==> config.mk <==
export PLATFORM = sky130hd
export DESIGN_NAME = dsc_mem_flat
export DESIGN_NICKNAME = d
export VERILOG_FILES = /design/src/hdl/dsc_pkg.sv /design/src/hdl/dsc_if.sv /design/src/hdl/dsc_mem.sv /design/src/hdl/dsc_cmd_decode.sv /design/src/flat_wrapper.sv
export SDC_FILE = /design/constraint.sdc
export NUM_CORES = 1
export LEC_CHECK = 0
export ABC_CLOCK_PERIOD_IN_PS = 10800
export BUFFER_PORTS_ARGS = -buffer_cell sky130_fd_sc_hd__buf_2
export CORE_MARGIN = 2
export CORE_UTILIZATION = 55
export CTS_CLUSTER_SIZE = 10
export DETAILED_ROUTE_END_ITERATION = 6
export PLACE_DENSITY = 0.88
export RECOVER_POWER = 25
export SLEW_MARGIN = 15
export SYNTH_ARGS = -nofsm -noshare
export SYNTH_HDL_FRONTEND = slang
export SYNTH_SLANG_ARGS = --single-unit
export TNS_END_PERCENT = 10
==> constraint.sdc <==
create_clock -name clock -period 10.8 [get_ports clock]
set_input_delay 1.62 -clock clock [delete_from_list [all_inputs] [get_ports clock]]
set_output_delay 1.62 -clock clock [all_outputs]
set_load 0.02 [all_outputs]
==> src/hdl/dsc_pkg.sv <==
package dsc_pkg;
	localparam int CLK_PERIOD_NS = 100;
	// rounds a time up to whole clock periods
	function automatic int ceil_div(input int a, input int b);
		return (a + b - 1) / b;
	endfunction
	// timing figures in ns, converted to cycles at the clock rate
	localparam int TRCD_NS = 20;
	localparam int TRAS_NS = 45;
	localparam int TRP_NS = 20;
	localparam int TMRD_NS = 15;
	localparam int TRFC_NS = 120;
	localparam int TREFI_NS = 7813;
	localparam int MAX_POSTED = 8;
	localparam int TRCD_CYC = ceil_div(TRCD_NS, CLK_PERIOD_NS);
	localparam int TRAS_CYC = ceil_div(TRAS_NS, CLK_PERIOD_NS);
	localparam int TRP_CYC = ceil_div(TRP_NS, CLK_PERIOD_NS);
	localparam int TMRD_CYC = ceil_div(TMRD_NS, CLK_PERIOD_NS);
	localparam int TRFC_CYC = ceil_div(TRFC_NS, CLK_PERIOD_NS);
	// longest interval rounds down
	localparam int TREFI_CYC = TREFI_NS / CLK_PERIOD_NS;
	localparam int BURST_LEN = 4;
	localparam int BURST_CYC = BURST_LEN / 2;
	localparam int NUM_BANKS = 4;
	localparam int ROW_W = 14;
	localparam int COL_W = 13;
	localparam int AP_BIT = 10;
	localparam logic [1:0] BA_MODE = 2'h0;
	localparam logic [1:0] BA_EMODE = 2'h1;
	// command code is {ras_n, cas_n, we_n}
	typedef enum logic [2:0] {
		DSC_CMD_LMR = 3'h0,
		DSC_CMD_REF = 3'h1,
		DSC_CMD_PRE = 3'h2,
		DSC_CMD_ACT = 3'h3,
		DSC_CMD_WR = 3'h4,
		DSC_CMD_RD = 3'h5,
		DSC_CMD_BST = 3'h6,
		DSC_CMD_NOP = 3'h7
	} dsc_cmd_e;
	// controller op codes on its user port
	localparam logic [2:0] OP_NONE = 3'h0;
	localparam logic [2:0] OP_ACT = 3'h1;
	localparam logic [2:0] OP_RD = 3'h2;
	localparam logic [2:0] OP_WR = 3'h3;
	localparam logic [2:0] OP_PRE = 3'h4;
	localparam logic [2:0] OP_LMR = 3'h5;
	localparam logic [2:0] OP_BST = 3'h6;
	localparam logic [2:0] OP_SREF = 3'h7;
	// controller register map
	localparam logic [3:0] REG_CMD = 4'h0;
	localparam logic [3:0] REG_ADDR = 4'h1;
	localparam logic [3:0] REG_STAT = 4'h2;
	localparam logic [3:0] REG_CFG = 4'h3;
	localparam logic [31:0] CFG_RST = 32'h0000_0001;
endpackage

==> src/hdl/dsc_if.sv <==
`timescale 1ns/1ps
interface dsc_if;
	logic cke;
	logic cs_n;
	logic ras_n;
	logic cas_n;
	logic we_n;
	logic [1:0] ba;
	logic [13:0] addr;
	logic [1:0] dm;
	logic [15:0] dq_wr;
	logic wr_valid;
	modport ctrl (output cke, cs_n, ras_n, cas_n, we_n, ba, addr, dm, dq_wr, wr_valid);
	modport mem (input cke, cs_n, ras_n, cas_n, we_n, ba, addr, dm, dq_wr, wr_valid);
endinterface

==> src/hdl/dsc_mem.sv <==
// Our own choices: the strobed register port and the placing of the registers.
`timescale 1ns/1ps
// Summary of operation
// chip select high ignores new commands
// nop acts like deselect
// decode ras cas we into commands
// cke chooses auto or self refresh
// bank code selects mode or extended
// mode load only when banks idle
// activate opens row until precharge
// bank and column select burst start
// a10 sets auto precharge per command
// auto precharge closes row after burst
// mask high blocks that byte write
// a10 high precharges all banks
// precharged bank idle after precharge time
// precharge to idle bank is nop
// other bank access allowed during autoprecharge
// auto precharge waits for row active time
// no bank command before precharge done
// burst terminate cuts last plain read
// refresh uses internal counter, banks idle
// refresh average spacing within interval
// at most eight refreshes postponed; the controller's owed count can reach nine
// cke high through refresh period
// inputs sampled on rising clock edge
module dsc_mem #(
	parameter int ROW_W = dsc_pkg::ROW_W,
	parameter int REF_W = 13
) (
	input wire logic clock,
	input wire logic sys_rst,
	dsc_if.mem bus,
	output logic [3:0] bank_open_ff,
	output logic [3:0] bank_pre_ff,
	output logic [ROW_W-1:0] last_row_ff,
	output logic [13:0] mode_reg_ff,
	output logic [13:0] emode_reg_ff,
	output logic self_ref_ff,
	output logic [REF_W-1:0] ref_row_ff,
	output logic rd_active_ff,
	output logic wr_active_ff,
	output logic [1:0] burst_bank_ff,
	output logic [12:0] burst_col_ff,
	output logic [1:0] wr_mask_ff,
	output logic [15:0] wr_data_ff,
	output logic wr_strobe_ff,
	output logic err_ff
);
	dsc_pkg::dsc_cmd_e cmd;
	logic [3:0] ras_cnt_ff [4];
	logic [3:0] rp_cnt_ff [4];
	logic [3:0] ap_pend_ff;
	logic burst_ap_ff;
	logic [3:0] burst_cnt_ff;
	logic [ROW_W-1:0] row_ff [4];
	logic [3:0] busy_cnt_ff;
	logic all_idle;
	logic burst_done;
	logic ref_ok;

	// all inputs arrive registered on the rising edge
	dsc_cmd_decode u_dec (
		.cs_n(bus.cs_n),
		.ras_n(bus.ras_n),
		.cas_n(bus.cas_n),
		.we_n(bus.we_n),
		.cmd(cmd)
	);

	assign all_idle = (bank_open_ff == 4'h0) && (bank_pre_ff == 4'h0);
	assign burst_done = (rd_active_ff || wr_active_ff) && (burst_cnt_ff == 4'h1);
	assign ref_ok = bus.cke && cmd == dsc_pkg::DSC_CMD_REF && all_idle && !self_ref_ff;

	// bank state: open, precharging, counters
	always_ff @(posedge clock or posedge sys_rst) begin
		if (sys_rst) begin
			bank_open_ff <= 4'h0;
			bank_pre_ff <= 4'h0;
			ap_pend_ff <= 4'h0;
			last_row_ff <= '0;
			for (int i = 0; i < 4; i++) begin
				ras_cnt_ff[i] <= 4'h0;
				rp_cnt_ff[i] <= 4'h0;
				row_ff[i] <= '0;
			end
		end else if (!self_ref_ff) begin
			for (int i = 0; i < 4; i++) begin
				if (ras_cnt_ff[i] != 4'h0) begin
					ras_cnt_ff[i] <= ras_cnt_ff[i] - 4'h1;
				end
				if (bank_pre_ff[i]) begin
					if (rp_cnt_ff[i] <= 4'h1) begin
						bank_pre_ff[i] <= 1'b0;
					end
					rp_cnt_ff[i] <= rp_cnt_ff[i] - 4'h1;
				end
				// auto precharge waits for row active time
				if (ap_pend_ff[i] && ras_cnt_ff[i] <= 4'h1 && !(burst_bank_ff == 2'(i)
						&& (rd_active_ff || wr_active_ff))) begin
					ap_pend_ff[i] <= 1'b0;
					bank_open_ff[i] <= 1'b0;
					bank_pre_ff[i] <= 1'b1;
					rp_cnt_ff[i] <= 4'(dsc_pkg::TRP_CYC);
				end
			end
			if (bus.cke) begin
				case (cmd)
				dsc_pkg::DSC_CMD_ACT: begin
					if (!bank_open_ff[bus.ba] && !bank_pre_ff[bus.ba]) begin
						bank_open_ff[bus.ba] <= 1'b1;
						row_ff[bus.ba] <= bus.addr[ROW_W-1:0];
						last_row_ff <= bus.addr[ROW_W-1:0];
						ras_cnt_ff[bus.ba] <= 4'(dsc_pkg::TRAS_CYC);
					end
				end
				dsc_pkg::DSC_CMD_RD, dsc_pkg::DSC_CMD_WR: begin
					if (bank_open_ff[bus.ba]) begin
						last_row_ff <= row_ff[bus.ba];
						if (bus.addr[dsc_pkg::AP_BIT]) begin
							ap_pend_ff[bus.ba] <= 1'b1;
						end
					end
				end
				dsc_pkg::DSC_CMD_PRE: begin
					for (int i = 0; i < 4; i++) begin
						// idle or precharging bank: no effect
						if ((bus.addr[dsc_pkg::AP_BIT] || bus.ba == 2'(i))
								&& bank_open_ff[i] && !ap_pend_ff[i]) begin
							bank_open_ff[i] <= 1'b0;
							bank_pre_ff[i] <= 1'b1;
							rp_cnt_ff[i] <= 4'(dsc_pkg::TRP_CYC);
						end
					end
				end
				default: begin
				end
				endcase
			end
		end
	end

	// burst engine; any bank may start while another auto precharges
	always_ff @(posedge clock or posedge sys_rst) begin
		if (sys_rst) begin
			rd_active_ff <= 1'b0;
			wr_active_ff <= 1'b0;
			burst_cnt_ff <= 4'h0;
			burst_bank_ff <= 2'h0;
			burst_col_ff <= 13'h0;
			burst_ap_ff <= 1'b0;
		end else begin
			if (burst_done) begin
				rd_active_ff <= 1'b0;
				wr_active_ff <= 1'b0;
				burst_cnt_ff <= 4'h0;
			end else if (burst_cnt_ff != 4'h0) begin
				burst_cnt_ff <= burst_cnt_ff - 4'h1;
			end
			if (bus.cke && (cmd == dsc_pkg::DSC_CMD_RD || cmd == dsc_pkg::DSC_CMD_WR)
					&& bank_open_ff[bus.ba]) begin
				rd_active_ff <= cmd == dsc_pkg::DSC_CMD_RD;
				wr_active_ff <= cmd == dsc_pkg::DSC_CMD_WR;
				burst_cnt_ff <= 4'(dsc_pkg::BURST_CYC);
				burst_bank_ff <= bus.ba;
				burst_col_ff <= {bus.addr[12:11], 1'b0, bus.addr[9:0]};
				burst_ap_ff <= bus.addr[dsc_pkg::AP_BIT];
			end else if (bus.cke && cmd == dsc_pkg::DSC_CMD_BST && rd_active_ff
					&& !burst_ap_ff) begin
				rd_active_ff <= 1'b0;
				burst_cnt_ff <= 4'h0;
			end
		end
	end

	// write data path: mask high blocks the lane
	always_ff @(posedge clock or posedge sys_rst) begin
		if (sys_rst) begin
			wr_mask_ff <= 2'h0;
			wr_data_ff <= 16'h0;
			wr_strobe_ff <= 1'b0;
		end else begin
			wr_strobe_ff <= wr_active_ff && bus.wr_valid && (bus.dm != 2'h3);
			wr_mask_ff <= ~bus.dm;
			wr_data_ff <= bus.dq_wr;
		end
	end

	// mode registers, refresh and self refresh
	always_ff @(posedge clock or posedge sys_rst) begin
		if (sys_rst) begin
			mode_reg_ff <= 14'h0;
			emode_reg_ff <= 14'h0;
			self_ref_ff <= 1'b0;
			ref_row_ff <= '0;
			busy_cnt_ff <= 4'h0;
			err_ff <= 1'b0;
		end else begin
			if (busy_cnt_ff != 4'h0) begin
				busy_cnt_ff <= busy_cnt_ff - 4'h1;
				if (!bus.cke && !self_ref_ff) begin
					err_ff <= 1'b1;
				end
			end
			if (self_ref_ff) begin
				// exit timing is the controller's concern
				if (bus.cke) begin
					self_ref_ff <= 1'b0;
				end
			end else if (bus.cke && cmd == dsc_pkg::DSC_CMD_LMR) begin
				if (!all_idle || busy_cnt_ff != 4'h0) begin
					err_ff <= 1'b1;
				end else if (bus.ba == dsc_pkg::BA_MODE) begin
					mode_reg_ff <= bus.addr;
				end else if (bus.ba == dsc_pkg::BA_EMODE) begin
					emode_reg_ff <= bus.addr;
				end
				busy_cnt_ff <= 4'(dsc_pkg::TMRD_CYC);
			end else if (ref_ok) begin
				ref_row_ff <= ref_row_ff + 1'b1;
				busy_cnt_ff <= 4'(dsc_pkg::TRFC_CYC);
			end else if (!bus.cke && cmd == dsc_pkg::DSC_CMD_REF && all_idle) begin
				self_ref_ff <= 1'b1;
				ref_row_ff <= ref_row_ff + 1'b1;
			end
		end
	end
endmodule

==> src/hdl/dsc_cmd_decode.sv <==
`timescale 1ns/1ps
// turns sampled pins into a command; deselect and nop both give nop
module dsc_cmd_decode (
	input wire logic cs_n,
	input wire logic ras_n,
	input wire logic cas_n,
	input wire logic we_n,
	output dsc_pkg::dsc_cmd_e cmd
);
	always_comb begin
		if (cs_n) begin
			cmd = dsc_pkg::DSC_CMD_NOP;
		end else begin
			cmd = dsc_pkg::dsc_cmd_e'({ras_n, cas_n, we_n});
		end
	end
endmodule

==> src/flat_wrapper.sv <==
// flat-port wrapper written by rule: the top's interface ports become plain ports
module dsc_mem_flat 
#(
	parameter int ROW_W = dsc_pkg::ROW_W,
	parameter int REF_W = 13
)
  (clock, sys_rst, bank_open_ff, bank_pre_ff, last_row_ff, mode_reg_ff, emode_reg_ff, self_ref_ff, ref_row_ff, rd_active_ff, wr_active_ff, burst_bank_ff, burst_col_ff, wr_mask_ff, wr_data_ff, wr_strobe_ff, err_ff, bus_cke, bus_cs_n, bus_ras_n, bus_cas_n, bus_we_n, bus_ba, bus_addr, bus_dm, bus_dq_wr, bus_wr_valid);
  dsc_if bus_i ();
  input wire logic clock;
  input wire logic sys_rst;
  output logic [3:0] bank_open_ff;
  output logic [3:0] bank_pre_ff;
  output logic [ROW_W-1:0] last_row_ff;
  output logic [13:0] mode_reg_ff;
  output logic [13:0] emode_reg_ff;
  output logic self_ref_ff;
  output logic [REF_W-1:0] ref_row_ff;
  output logic rd_active_ff;
  output logic wr_active_ff;
  output logic [1:0] burst_bank_ff;
  output logic [12:0] burst_col_ff;
  output logic [1:0] wr_mask_ff;
  output logic [15:0] wr_data_ff;
  output logic wr_strobe_ff;
  output logic err_ff;
  input wire logic [$bits(bus_i.cke)-1:0] bus_cke;
  input wire logic [$bits(bus_i.cs_n)-1:0] bus_cs_n;
  input wire logic [$bits(bus_i.ras_n)-1:0] bus_ras_n;
  input wire logic [$bits(bus_i.cas_n)-1:0] bus_cas_n;
  input wire logic [$bits(bus_i.we_n)-1:0] bus_we_n;
  input wire logic [$bits(bus_i.ba)-1:0] bus_ba;
  input wire logic [$bits(bus_i.addr)-1:0] bus_addr;
  input wire logic [$bits(bus_i.dm)-1:0] bus_dm;
  input wire logic [$bits(bus_i.dq_wr)-1:0] bus_dq_wr;
  input wire logic [$bits(bus_i.wr_valid)-1:0] bus_wr_valid;
  assign bus_i.cke = bus_cke;
  assign bus_i.cs_n = bus_cs_n;
  assign bus_i.ras_n = bus_ras_n;
  assign bus_i.cas_n = bus_cas_n;
  assign bus_i.we_n = bus_we_n;
  assign bus_i.ba = bus_ba;
  assign bus_i.addr = bus_addr;
  assign bus_i.dm = bus_dm;
  assign bus_i.dq_wr = bus_dq_wr;
  assign bus_i.wr_valid = bus_wr_valid;
  dsc_mem #(.ROW_W(ROW_W), .REF_W(REF_W)) u_core (.clock(clock), .sys_rst(sys_rst), .bus(bus_i), .bank_open_ff(bank_open_ff), .bank_pre_ff(bank_pre_ff), .last_row_ff(last_row_ff), .mode_reg_ff(mode_reg_ff), .emode_reg_ff(emode_reg_ff), .self_ref_ff(self_ref_ff), .ref_row_ff(ref_row_ff), .rd_active_ff(rd_active_ff), .wr_active_ff(wr_active_ff), .burst_bank_ff(burst_bank_ff), .burst_col_ff(burst_col_ff), .wr_mask_ff(wr_mask_ff), .wr_data_ff(wr_data_ff), .wr_strobe_ff(wr_strobe_ff), .err_ff(err_ff));
endmodule
**Word-level counts from Yosys, hierarchy flattened**

Index checks and enable logic that the tools add are counted.

- Register bits: 201
- Output and inout port bits: 101
- Bits of input ports: 42

- Bitwise operators: 11
- Equal/unequal tests: 16
- Muxes and demuxes: 112
- Reduce and logical (&&, ||, !) cells: 82
- Order comparisons: 12
- Add/sub/neg operators: 11

Operators with widths:

| cell | number |
|---|---|
| $mux W4 | 37 |
| $mux W16 | 5 |
| $mux W14 | 5 |
| $bwmux W56 | 1 |
| $mux W1 | 53 |
| $sub A4 B1 Y4 const B | 10 |
| $logic_and A1 B1 Y1 | 39 |
| $le A4 B1 Y1 const B | 8 |
| $bmux W14 S2 | 1 |
| $demux W14 S2 | 1 |
| $pmux W14 S2 | 1 |
| $reduce_bool A4 Y1 | 7 |
| $mux W13 | 2 |
| $logic_not A1 Y1 | 14 |
| $add A13 B1 Y13 const B | 1 |
| $and A12 B12 Y12 | 1 |
| $not A12 Y12 | 1 |
| $or A4 B4 Y4 | 3 |
| $reduce_and A5 Y1 | 2 |
| $eq A3 B3 Y1 const B | 3 |
| $demux W4 S2 | 1 |
| $eq A2 B2 Y1 const B | 4 |
| $logic_not A4 Y1 | 2 |
| $pmux W4 S2 | 1 |
| 24 further kinds | 41 |

**Logic depth before layout (Yosys ltp)**

Gate-level depths: netlist (run 1).

- Depth in word-level cells: 11
- Mapped depth: 7
- Depth with buffers taken out: 6

**Hierarchy**

Synthesis (run 1) repeated with hierarchy kept, for this count alone.

- Cells, all modules: 742
- Area total of the unflattened synthesis: 9,155.0 sq um

By module, submodules not included:

| module | area an instance (sq um) | seq. area each (sq um) | times used | cells an instance |
|---|---|---|---|---|
| dsc_mem | 9,136.3 | 5,029.8 | 1 | 739 |
| dsc_cmd_decode | 18.8 | 0.0 | 1 | 3 |

**Worst setup path before layout (run 1)**

No wires, ideal clock.

- Path type: input to register
- From: input bus_cas_n
- To: register u_core.last_row_ff[0]
- Cell stages on the path: 5
- Arrival time: 3,009 ps
- Required time: 10,675 ps
- Setup slack: 7,666 ps
- Buffers on the path: 2
- Cell sequence: clkbuf_1 > nor3b_4 > buf_2 > mux2_2 > mux2_4

- Longest elaborated chain between the ends: 5
- Elaborated cells on any way between the ends: 10
- Classes of those cells: eq/ne (5); mux (2); reduce/logical (3)

RTL lines:

| item | line | RTL |
|---|---|---|
| start: declaration | flat_wrapper.sv:29 | `input wire logic [$bits(bus_i.cas_n)-1:0] bus_cas_n;` |
| $mux W3 * | dsc_cmd_decode.sv:11 | `if (cs_n) begin` |
| $eq A3 B3 Y1 | dsc_mem.sv:108 | `case (cmd)` |
| $reduce_or A2 Y1 | dsc_mem.sv:108 |  |
| $ne A2 B1 Y1 (no source line) / $reduce_bool A2 Y1 (equally long branches) | - |  |
| $reduce_and A5 Y1 (no source line) | - |  |
| end signal: assignment | dsc_mem.sv:113 | `last_row_ff <= bus.addr[ROW_W-1:0];` |
| end signal: assignment | dsc_mem.sv:119 | `last_row_ff <= row_ff[bus.ba];` |
| end: declaration | dsc_mem.sv:36 | `output logic [ROW_W-1:0] last_row_ff,` |

Mark *: on every way between the ends. The rest lies on a longest branch, timed or not.
A chain may end at the register's enable or synchronous reset.

==> impl_metrics.env, run 1 <==
export IMPL_status="finished, violations left"
export IMPL_violations="capacitance limit, slew limit"
export IMPL_num_vias=6127
export IMPL_synth_compound_area_share=0.0602
export IMPL_drt_iter0_drc=365
export IMPL_drv_cap=1
export IMPL_vias_per_cell=5.74
export IMPL_fin_tns_setup_ns=0
export IMPL_finalInstanceArea_um2=10800
export IMPL_clk_path_buf_depth=3
export IMPL_worstSkewPairLatency_ns=0.52
export IMPL_io_buffer_count=141
export IMPL_power_density_nw_per_um2=240
export IMPL_layout_drive_gt1_share=0.397
export IMPL_synthSimpleGateAreaFrac=0.102
export IMPL_synth_top_family_by_area="multiplexers"
export IMPL_rows=47
export IMPL_power_leakage_nw=5.29
export IMPL_synthCells=703
export IMPL_die_w_um=134
export IMPL_grt_max_degree=115
export IMPL_synthMuxAreaShare=0.202
export IMPL_core_um2=16600
export IMPL_layout_min_cycle_time_ns=4.88
export IMPL_synthAdderAreaFrac=0.0322
export IMPL_cp_max_fo=114
export IMPL_required_ns=11.36
export IMPL_crit_buf_inv=3
export IMPL_worstSetupPathType="input pin to async pin"
export IMPL_finalNonFillerCells=1068
export IMPL_max_stage_delay_ns=2.78
export IMPL_cp_cell_sequence="buf_2 > clkinvlp_2 > buf_6"
export IMPL_cts_sinks=201
export IMPL_setup_viol=0
export IMPL_start_util=0.562
export IMPL_cts_root_buf="clkbuf_16"
export IMPL_cp_top_family="buffers and inverters"
export IMPL_synth_area_um2=9320
export IMPL_cts_tree="yes"
export IMPL_pre_cts_slack_ns=6.57
export IMPL_whs_ns=0.469
export IMPL_irDropWorstVdd_mv=0.167
export IMPL_synth_top_area_frac=0.540
export IMPL_post_dp_hpwl_mm=12.7
export IMPL_antenna_cells=0
export IMPL_worst_slew_pin_transition_ns=5.03
export IMPL_ys_seq_area_frac=0.540
export IMPL_synth_nets=769
export IMPL_rsz0062_at_grt="no"
export IMPL_synth_xor_area_share=0.0282
export IMPL_post_route_period_util=0.452
export IMPL_ys_top_cells_by_area="dfrtp_1 (54%), mux2_2 (13%), mux4_2 (3.6%), ha_1 (3.2%), mux2_4 (3.2%)"
export IMPL_yosysWarnings=0
export IMPL_synth_edff_count=0
export IMPL_dieArea_um2=18000
export IMPL_h_tree_depth=1
export IMPL_gp_congestion=0.830
export IMPL_area_growth_pct=15.6
export IMPL_pin_count=143
export IMPL_max_freq_ghz=0.205
export IMPL_layout_setup_ws_ns=5.92
export IMPL_place_inst=1039
export IMPL_wl_per_cell_um=18.8
export IMPL_critPathCaptureType="async pin"
export IMPL_syn_area_per_cell_um2=13.3
export IMPL_dr_pass1_iters=4
export IMPL_start_kind="input pin"
export IMPL_worst_ep_arrival_time_ns=5.44
export IMPL_drc_errors=0
export IMPL_synth_seq_cells=201
export IMPL_finClkSkew_ns=0.0114
export IMPL_post_cts_buffers=0
export IMPL_place_area_um2=10100
export IMPL_ant_nets=0
export IMPL_maxSlewHeadroom=-2.37
export IMPL_slew_viol_final=115
export IMPL_critPathSlowestCell="clkinvlp_2"
export IMPL_synth_top_area_cell="dfrtp_1"
export IMPL_cts_hold_buf=0
export IMPL_synthArstFlopShare=1.00
export IMPL_wl_mm=20.1
export IMPL_hold_viol_final=0
export IMPL_die_y_um=134
export IMPL_synth_ff_type="dfrtp_1"
export IMPL_gr_total_overflow=0
export IMPL_power_mw=2.58
export IMPL_fin_util=0.649
export IMPL_cts_buffers=24
export IMPL_clk_pin_slew_ns=0.05
export IMPL_antenna_found_initial=0
export IMPL_cts_resized=0
export IMPL_grt_pass1_wl_mm=33.1
export IMPL_nNetsFinal=911
export IMPL_hold_class="register to register"
export IMPL_synth_distinct_cells=68
export IMPL_gr_usage_all_layers=0.230
export IMPL_grt_pass1_vias=6368
[layout by cell type, fill, tap and decap left out, drive strengths merged, types with 3 or more instances in the layout]
master   synthesis  final
nand3           19     19
nor2b           12     12
a21oi           18     18
mux2i            3      3
o21ai           25     25
and4             3      3
mux2           128    128
nor2            36     36
dfrtp          201    201
or3              3      3
a211oi           5      5
or2              4      4
nor4b            5      5
clkbuf           6     30
a21o             7      7
nand2b          10     10
mux4            15     15
nor3            10     10
nor3b            3      3
o311ai           3      3
nand4            7      7
xnor2           24     24
ha              24     24
buf             23    142
nand2           24     24
xor2             6      6
o2111ai          4      4
o41ai            3      3
inv             32     31
nor4             8      8
[final cells by class]
cell class	instances	area, µm²
Fill cell	1187	5810
Sequential cell	201	5030
Inverter	32	121
Clock inverter	2	25.0
Timing Repair Buffer	145	736
Tap cell	220	275
Multi-Input combinational cell	441	3970
Clock buffer	27	612
[Yosys cell counts (3+ instances only)]
cell type  instances
nor2_1            35
nand4_1            7
o21ai_0           24
mux2_4            20
mux4_2            15
mux2i_1            3
clkbuf_1           6
nor2b_1           12
a211oi_1           5
a21o_1             7
dfrtp_1          201
buf_4              8
nor4b_1            5
inv_1             32
o41ai_1            3
ha_1              24
mux2_2           108
and4_1             3
buf_6              6
o2111ai_1          4
o311ai_0           3
nor4_4             4
or2_2              4
xor2_1             6
nor4_1             3
buf_2              8
or3_1              3
nand2b_1          10
nand3_1           17
a21oi_1           18
nand2_1           23
nor3_1            10
xnor2_1           24
[layer usage]
metal	GRT usage	vias to the layer above	routed length [µm]
met1	0.315	3093	8600
met3	0.0442	34	1390
met5	0	-	0
met4	0.0561	0	352
met2	0.384	229	9780
li1	-	2771	-
[report_power, final]
part / switching (mW) / internal [mW] / leakage, nW
clock network: 0.293 / 0.396 / 0.310
registers: 0.167 / 0.952 / 2.62
logic: 0.418 / 0.358 / 2.36
[kinds of logic after synthesis]
family	after synthesis
other	1
and+or+nand+nor	156
adders and majority gates	24
AOI/OAI and AO/OA	84
xor gates and xnor gates	30
DFF	201
buffers and inverters	61
muxes	146
[sequential cells by signal, indices dropped and copies added, names as in the netlist, 12 cells and up]
| name | flops |
|---|---|
| u_core.row_ff | 56 |
| u_core.rp_cnt_ff | 16 |
| u_core.burst_col_ff | 12 |
| u_core.ref_row_ff | 13 |
| u_core.wr_data_ff | 16 |
| u_core.ras_cnt_ff | 16 |
| u_core.emode_reg_ff | 14 |
| u_core.mode_reg_ff | 14 |
| u_core.last_row_ff | 14 |
[worst register-to-register path: stages (launching register included)]
cell and delay (ns):
dfrtp_1 0.40, buf_4 0.24, nor2b_1 0.28, nand3_1 0.31, nor2b_2 0.98, mux2_2 0.46
[path summary, 6_finish.rpt]
path,endpoint,startpoint,slack [ns],cells after the start
max,u_core.row_ff[29]$_DFFE_PP0P_,sys_rst,5.92,3
min,u_core.err_ff$_DFF_PP0_,u_core.err_ff$_DFF_PP0_,0.47,1
max reg2reg,u_core.row_ff[10]$_DFFE_PP0P_,u_core.self_ref_ff$_DFF_PP0_,8.01,5
min reg2reg,u_core.err_ff$_DFF_PP0_,u_core.err_ff$_DFF_PP0_,0.47,1
max in group clock,u_core.ap_pend_ff[2]$_DFFE_PP0N_,bus_cs_n,7.01,5
min in group asynchronous,u_core.wr_data_ff[8]$_DFF_PP0_,sys_rst,2.67,2
Note: power is estimated with default switching activity, not from simulation.
==> run 2, diff against run 1 <==
Settings changed: ABC_AREA set to 1, ABC_CLOCK_PERIOD_IN_PS 10800 to 4400, CORE_UTILIZATION 55 to 52, PLACE_DENSITY 0.88 to 0.87.
Clock period 10.8 ns to 4.4 ns, I/O delays scaled along.
==> impl_metrics.env, run 2 <==
export IMPL_layout_drive_gt1_share=0.154
export IMPL_hold_class="input pin to register"
export IMPL_h_tree_depth=1
export IMPL_die_w_um=140
export IMPL_power_switching_share=0.356
export IMPL_synthCells=1201
export IMPL_layout_min_cycle_time_ns=2.81
export IMPL_io_buffer_count=141
export IMPL_setup_viol=0
export IMPL_fin_util=0.619
export IMPL_worst_slew_pin_transition_ns=1.59
export IMPL_grt_pass1_wl_mm=39.9
export IMPL_drv_cap=1
export IMPL_place_area_um2=10500
export IMPL_start_kind="input pin"
export IMPL_gr_usage_all_layers=0.247
export IMPL_wl_per_cell_um=15.2
export IMPL_cts_sinks=201
export IMPL_post_cts_buffers=0
export IMPL_synth_top_area_frac=0.522
export IMPL_status="finished, violations left"
export IMPL_pwr_share_clk=0.287
export IMPL_synth_most_common_cell="nand2_1"
export IMPL_critPathCaptureType="register"
export IMPL_antenna_found_initial=0
export IMPL_gp_congestion=0.884
export IMPL_p_int_mw=4.01
export IMPL_cts_buffers=24
export IMPL_power_mw=6.22
export IMPL_rows=49
export IMPL_synth_nets=1267
export IMPL_cts_resized=0
export IMPL_synthArstFlopShare=1.00
export IMPL_max_freq_ghz=0.356
export IMPL_rsz0062_at_grt="no"
export IMPL_largest_register_ffs=56
export IMPL_cts_root_buf="clkbuf_16"
export IMPL_clk_pin_slew_ns=0.05
export IMPL_fill_cells=1546
export IMPL_ys_seq_area_frac=0.522
export IMPL_grt_max_degree=62
export IMPL_area_growth_pct=16.1
export IMPL_mostFrequentLayoutCells="nand2_1 (482), dfrtp_1 (201), buf_2 (140)"
export IMPL_post_route_period_util=0.639
export IMPL_ff2ff_setup_slack_ns=2.01
export IMPL_p_sw_mw=2.22
export IMPL_post_dp_hpwl_mm=16.5
export IMPL_ys_top_cells_by_area="dfrtp_1 (52%), nand2_1 (19%), o21ai_0 (4.8%), inv_1 (3.5%), ha_1 (3.1%)"
export IMPL_drc_errors=0
export IMPL_vias_per_cell=5.36
export IMPL_netlist_top_cells_count="nand2_1 (482), dfrtp_1 (201), o21ai_0 (92), inv_1 (89), nor2_1 (58)"
export IMPL_violations="capacitance limit, slew limit"
export IMPL_p_seq_frac=0.421
export IMPL_power_density_nw_per_um2=556
export IMPL_synth_top_area_cell="dfrtp_1"
export IMPL_cts_tree="yes"
export IMPL_dieArea_um2=19700
export IMPL_power_frac_comb=0.292
export IMPL_wl_mm=23.8
export IMPL_cts_hold_buf=0
export IMPL_pin_count=143
export IMPL_fin_tns_setup_ns=0
export IMPL_gr_total_overflow=0
export IMPL_drt_iter0_drc=714
export IMPL_nNetsFinal=1398
export IMPL_slew_viol_final=37
export IMPL_yosysWarnings=0
export IMPL_synth_ff_type="dfrtp_1"
export IMPL_syn_area_per_cell_um2=8.03
export IMPL_finClkSkew_ns=0.00613
export IMPL_regMostFlops="u_core.row_ff"
export IMPL_dr_pass1_iters=5
export IMPL_clk_path_buf_depth=3
export IMPL_required_ns=4.86
export IMPL_antenna_cells=0
export IMPL_synth_edff_count=0
export IMPL_synth_seq_cells=201
export IMPL_die_y_um=140
export IMPL_synth_area_um2=9640
export IMPL_worst_ep_arrival_time_ns=3.27
export IMPL_power_leakage_nw=6.11
export IMPL_worstSkewPairLatency_ns=0.52
export IMPL_maxSlewHeadroom=-0.0678
export IMPL_finalInstanceArea_um2=11200
export IMPL_ant_nets=0
export IMPL_grt_pass1_vias=8227
export IMPL_worstSetupPathType="input pin to register"
export IMPL_num_vias=8382
export IMPL_final_common_cell="nand2_1"
export IMPL_start_util=0.533
export IMPL_synth_distinct_cells=38
export IMPL_cp_max_fo=36
export IMPL_irDropWorstVdd_mv=0.299
export IMPL_hold_viol_final=0
export IMPL_core_um2=18100
## run 2: cell count changes after synthesis, moves of 15 or more
cell     before  now
inv_1        32   89
mux2_2      108    1
mux2_4       20    0
mux4_2       15    0
nand2_1      23  482
nand3_1      17   52
nand4_1       7   27
nor2_1       35   58
o21ai_0      24   92
o21ai_1       0   35
xnor2_1      24    8
## run 2: per-layer routing
| metal | GRT usage | vias up | part of all wire |
|---|---|---|---|
| li1 | - | 4068 | - |
| met5 | 0 | - | 0 |
| met2 | 0.425 | 302 | 0.49 |
| met4 | 0.0877 | 0 | 0.033 |
| met1 | 0.315 | 3952 | 0.40 |
| met3 | 0.0431 | 60 | 0.069 |
## run 2: critical path: stages
cell     delay, ns
buf_2         0.54
inv_2         0.46
nor2_1        0.30
nand3_1       0.45
nor2_2        0.62
nand2_1       0.12
nand2_1       0.10
## run 2: worst paths after layout
path	startpoint	end	cells past startpoint
max in group asynchronous	sys_rst	u_core.rp_cnt_ff[11]$_DFFE_PP0N_	3
worst max-delay path	bus_ba[0]	u_core.emode_reg_ff[13]$_DFFE_PP0P_	7
worst min register to register	u_core.last_row_ff[13]$_DFFE_PP0P_	u_core.last_row_ff[13]$_DFFE_PP0P_	2
worst min-delay path	bus_dq_wr[0]	u_core.wr_data_ff[0]$_DFF_PP0_	1
min in group asynchronous	sys_rst	u_core.row_ff[19]$_DFFE_PP0P_	2
worst max register to register	u_core.busy_cnt_ff[0]$_DFF_PP0_	u_core.mode_reg_ff[12]$_DFFE_PP0P_	7
## run 2: cell type report
class                           count  area, µm²  share of cell area
Clock buffer                       27        632              0.0564
Clock inverter                      2       60.1             0.00537
Inverter                           97        365              0.0326
Multi-Input combinational cell    856       4020               0.359
Sequential cell                   201       5030               0.449
Tap cell                          229        287              0.0256
Timing Repair Buffer              152        797              0.0712
## run 2: metrics by stage
| stage | hold slack [ns] | cells | setup slack (ns) |
|---|---|---|---|
| after CTS | 0.223 | 1564 | 1.65 |
| after detailed placement | 0.468 | 1535 | 1.13 |
| after floorplan | 0.453 | 1201 | 1.14 |
| final | 0.244 | 1564 | 1.59 |
| after global placement | 0.462 | 1535 | 1.21 |
| after global routing | 0.224 | 1564 | 1.25 |
## run 2: cell families after synthesis
| kind of cell | Yosys count | synth area share |
|---|---|---|
| AOI/OAI and AO/OA | 154 | 0.0852 |
| xor gates and xnor gates | 23 | 0.0209 |
| adders and majority gates | 24 | 0.0311 |
| buffers and inverters | 144 | 0.0614 |
| DFF | 201 | 0.522 |
| muxes | 1 | 0.00117 |
| other | 1 | 0.000389 |
| and+or+nand+nor | 653 | 0.278 |
## run 2: power by group through the flow
stage               combinational (mW)  sequential (mW)  clock, mW
floorplan                         1.17             2.73          0
detailed placement                1.82             2.63          0
global route                      2.08             2.67       1.89
CTS                               1.83             2.61       1.82
finish                            1.81             2.62       1.79
global placement                  1.73             2.62          0
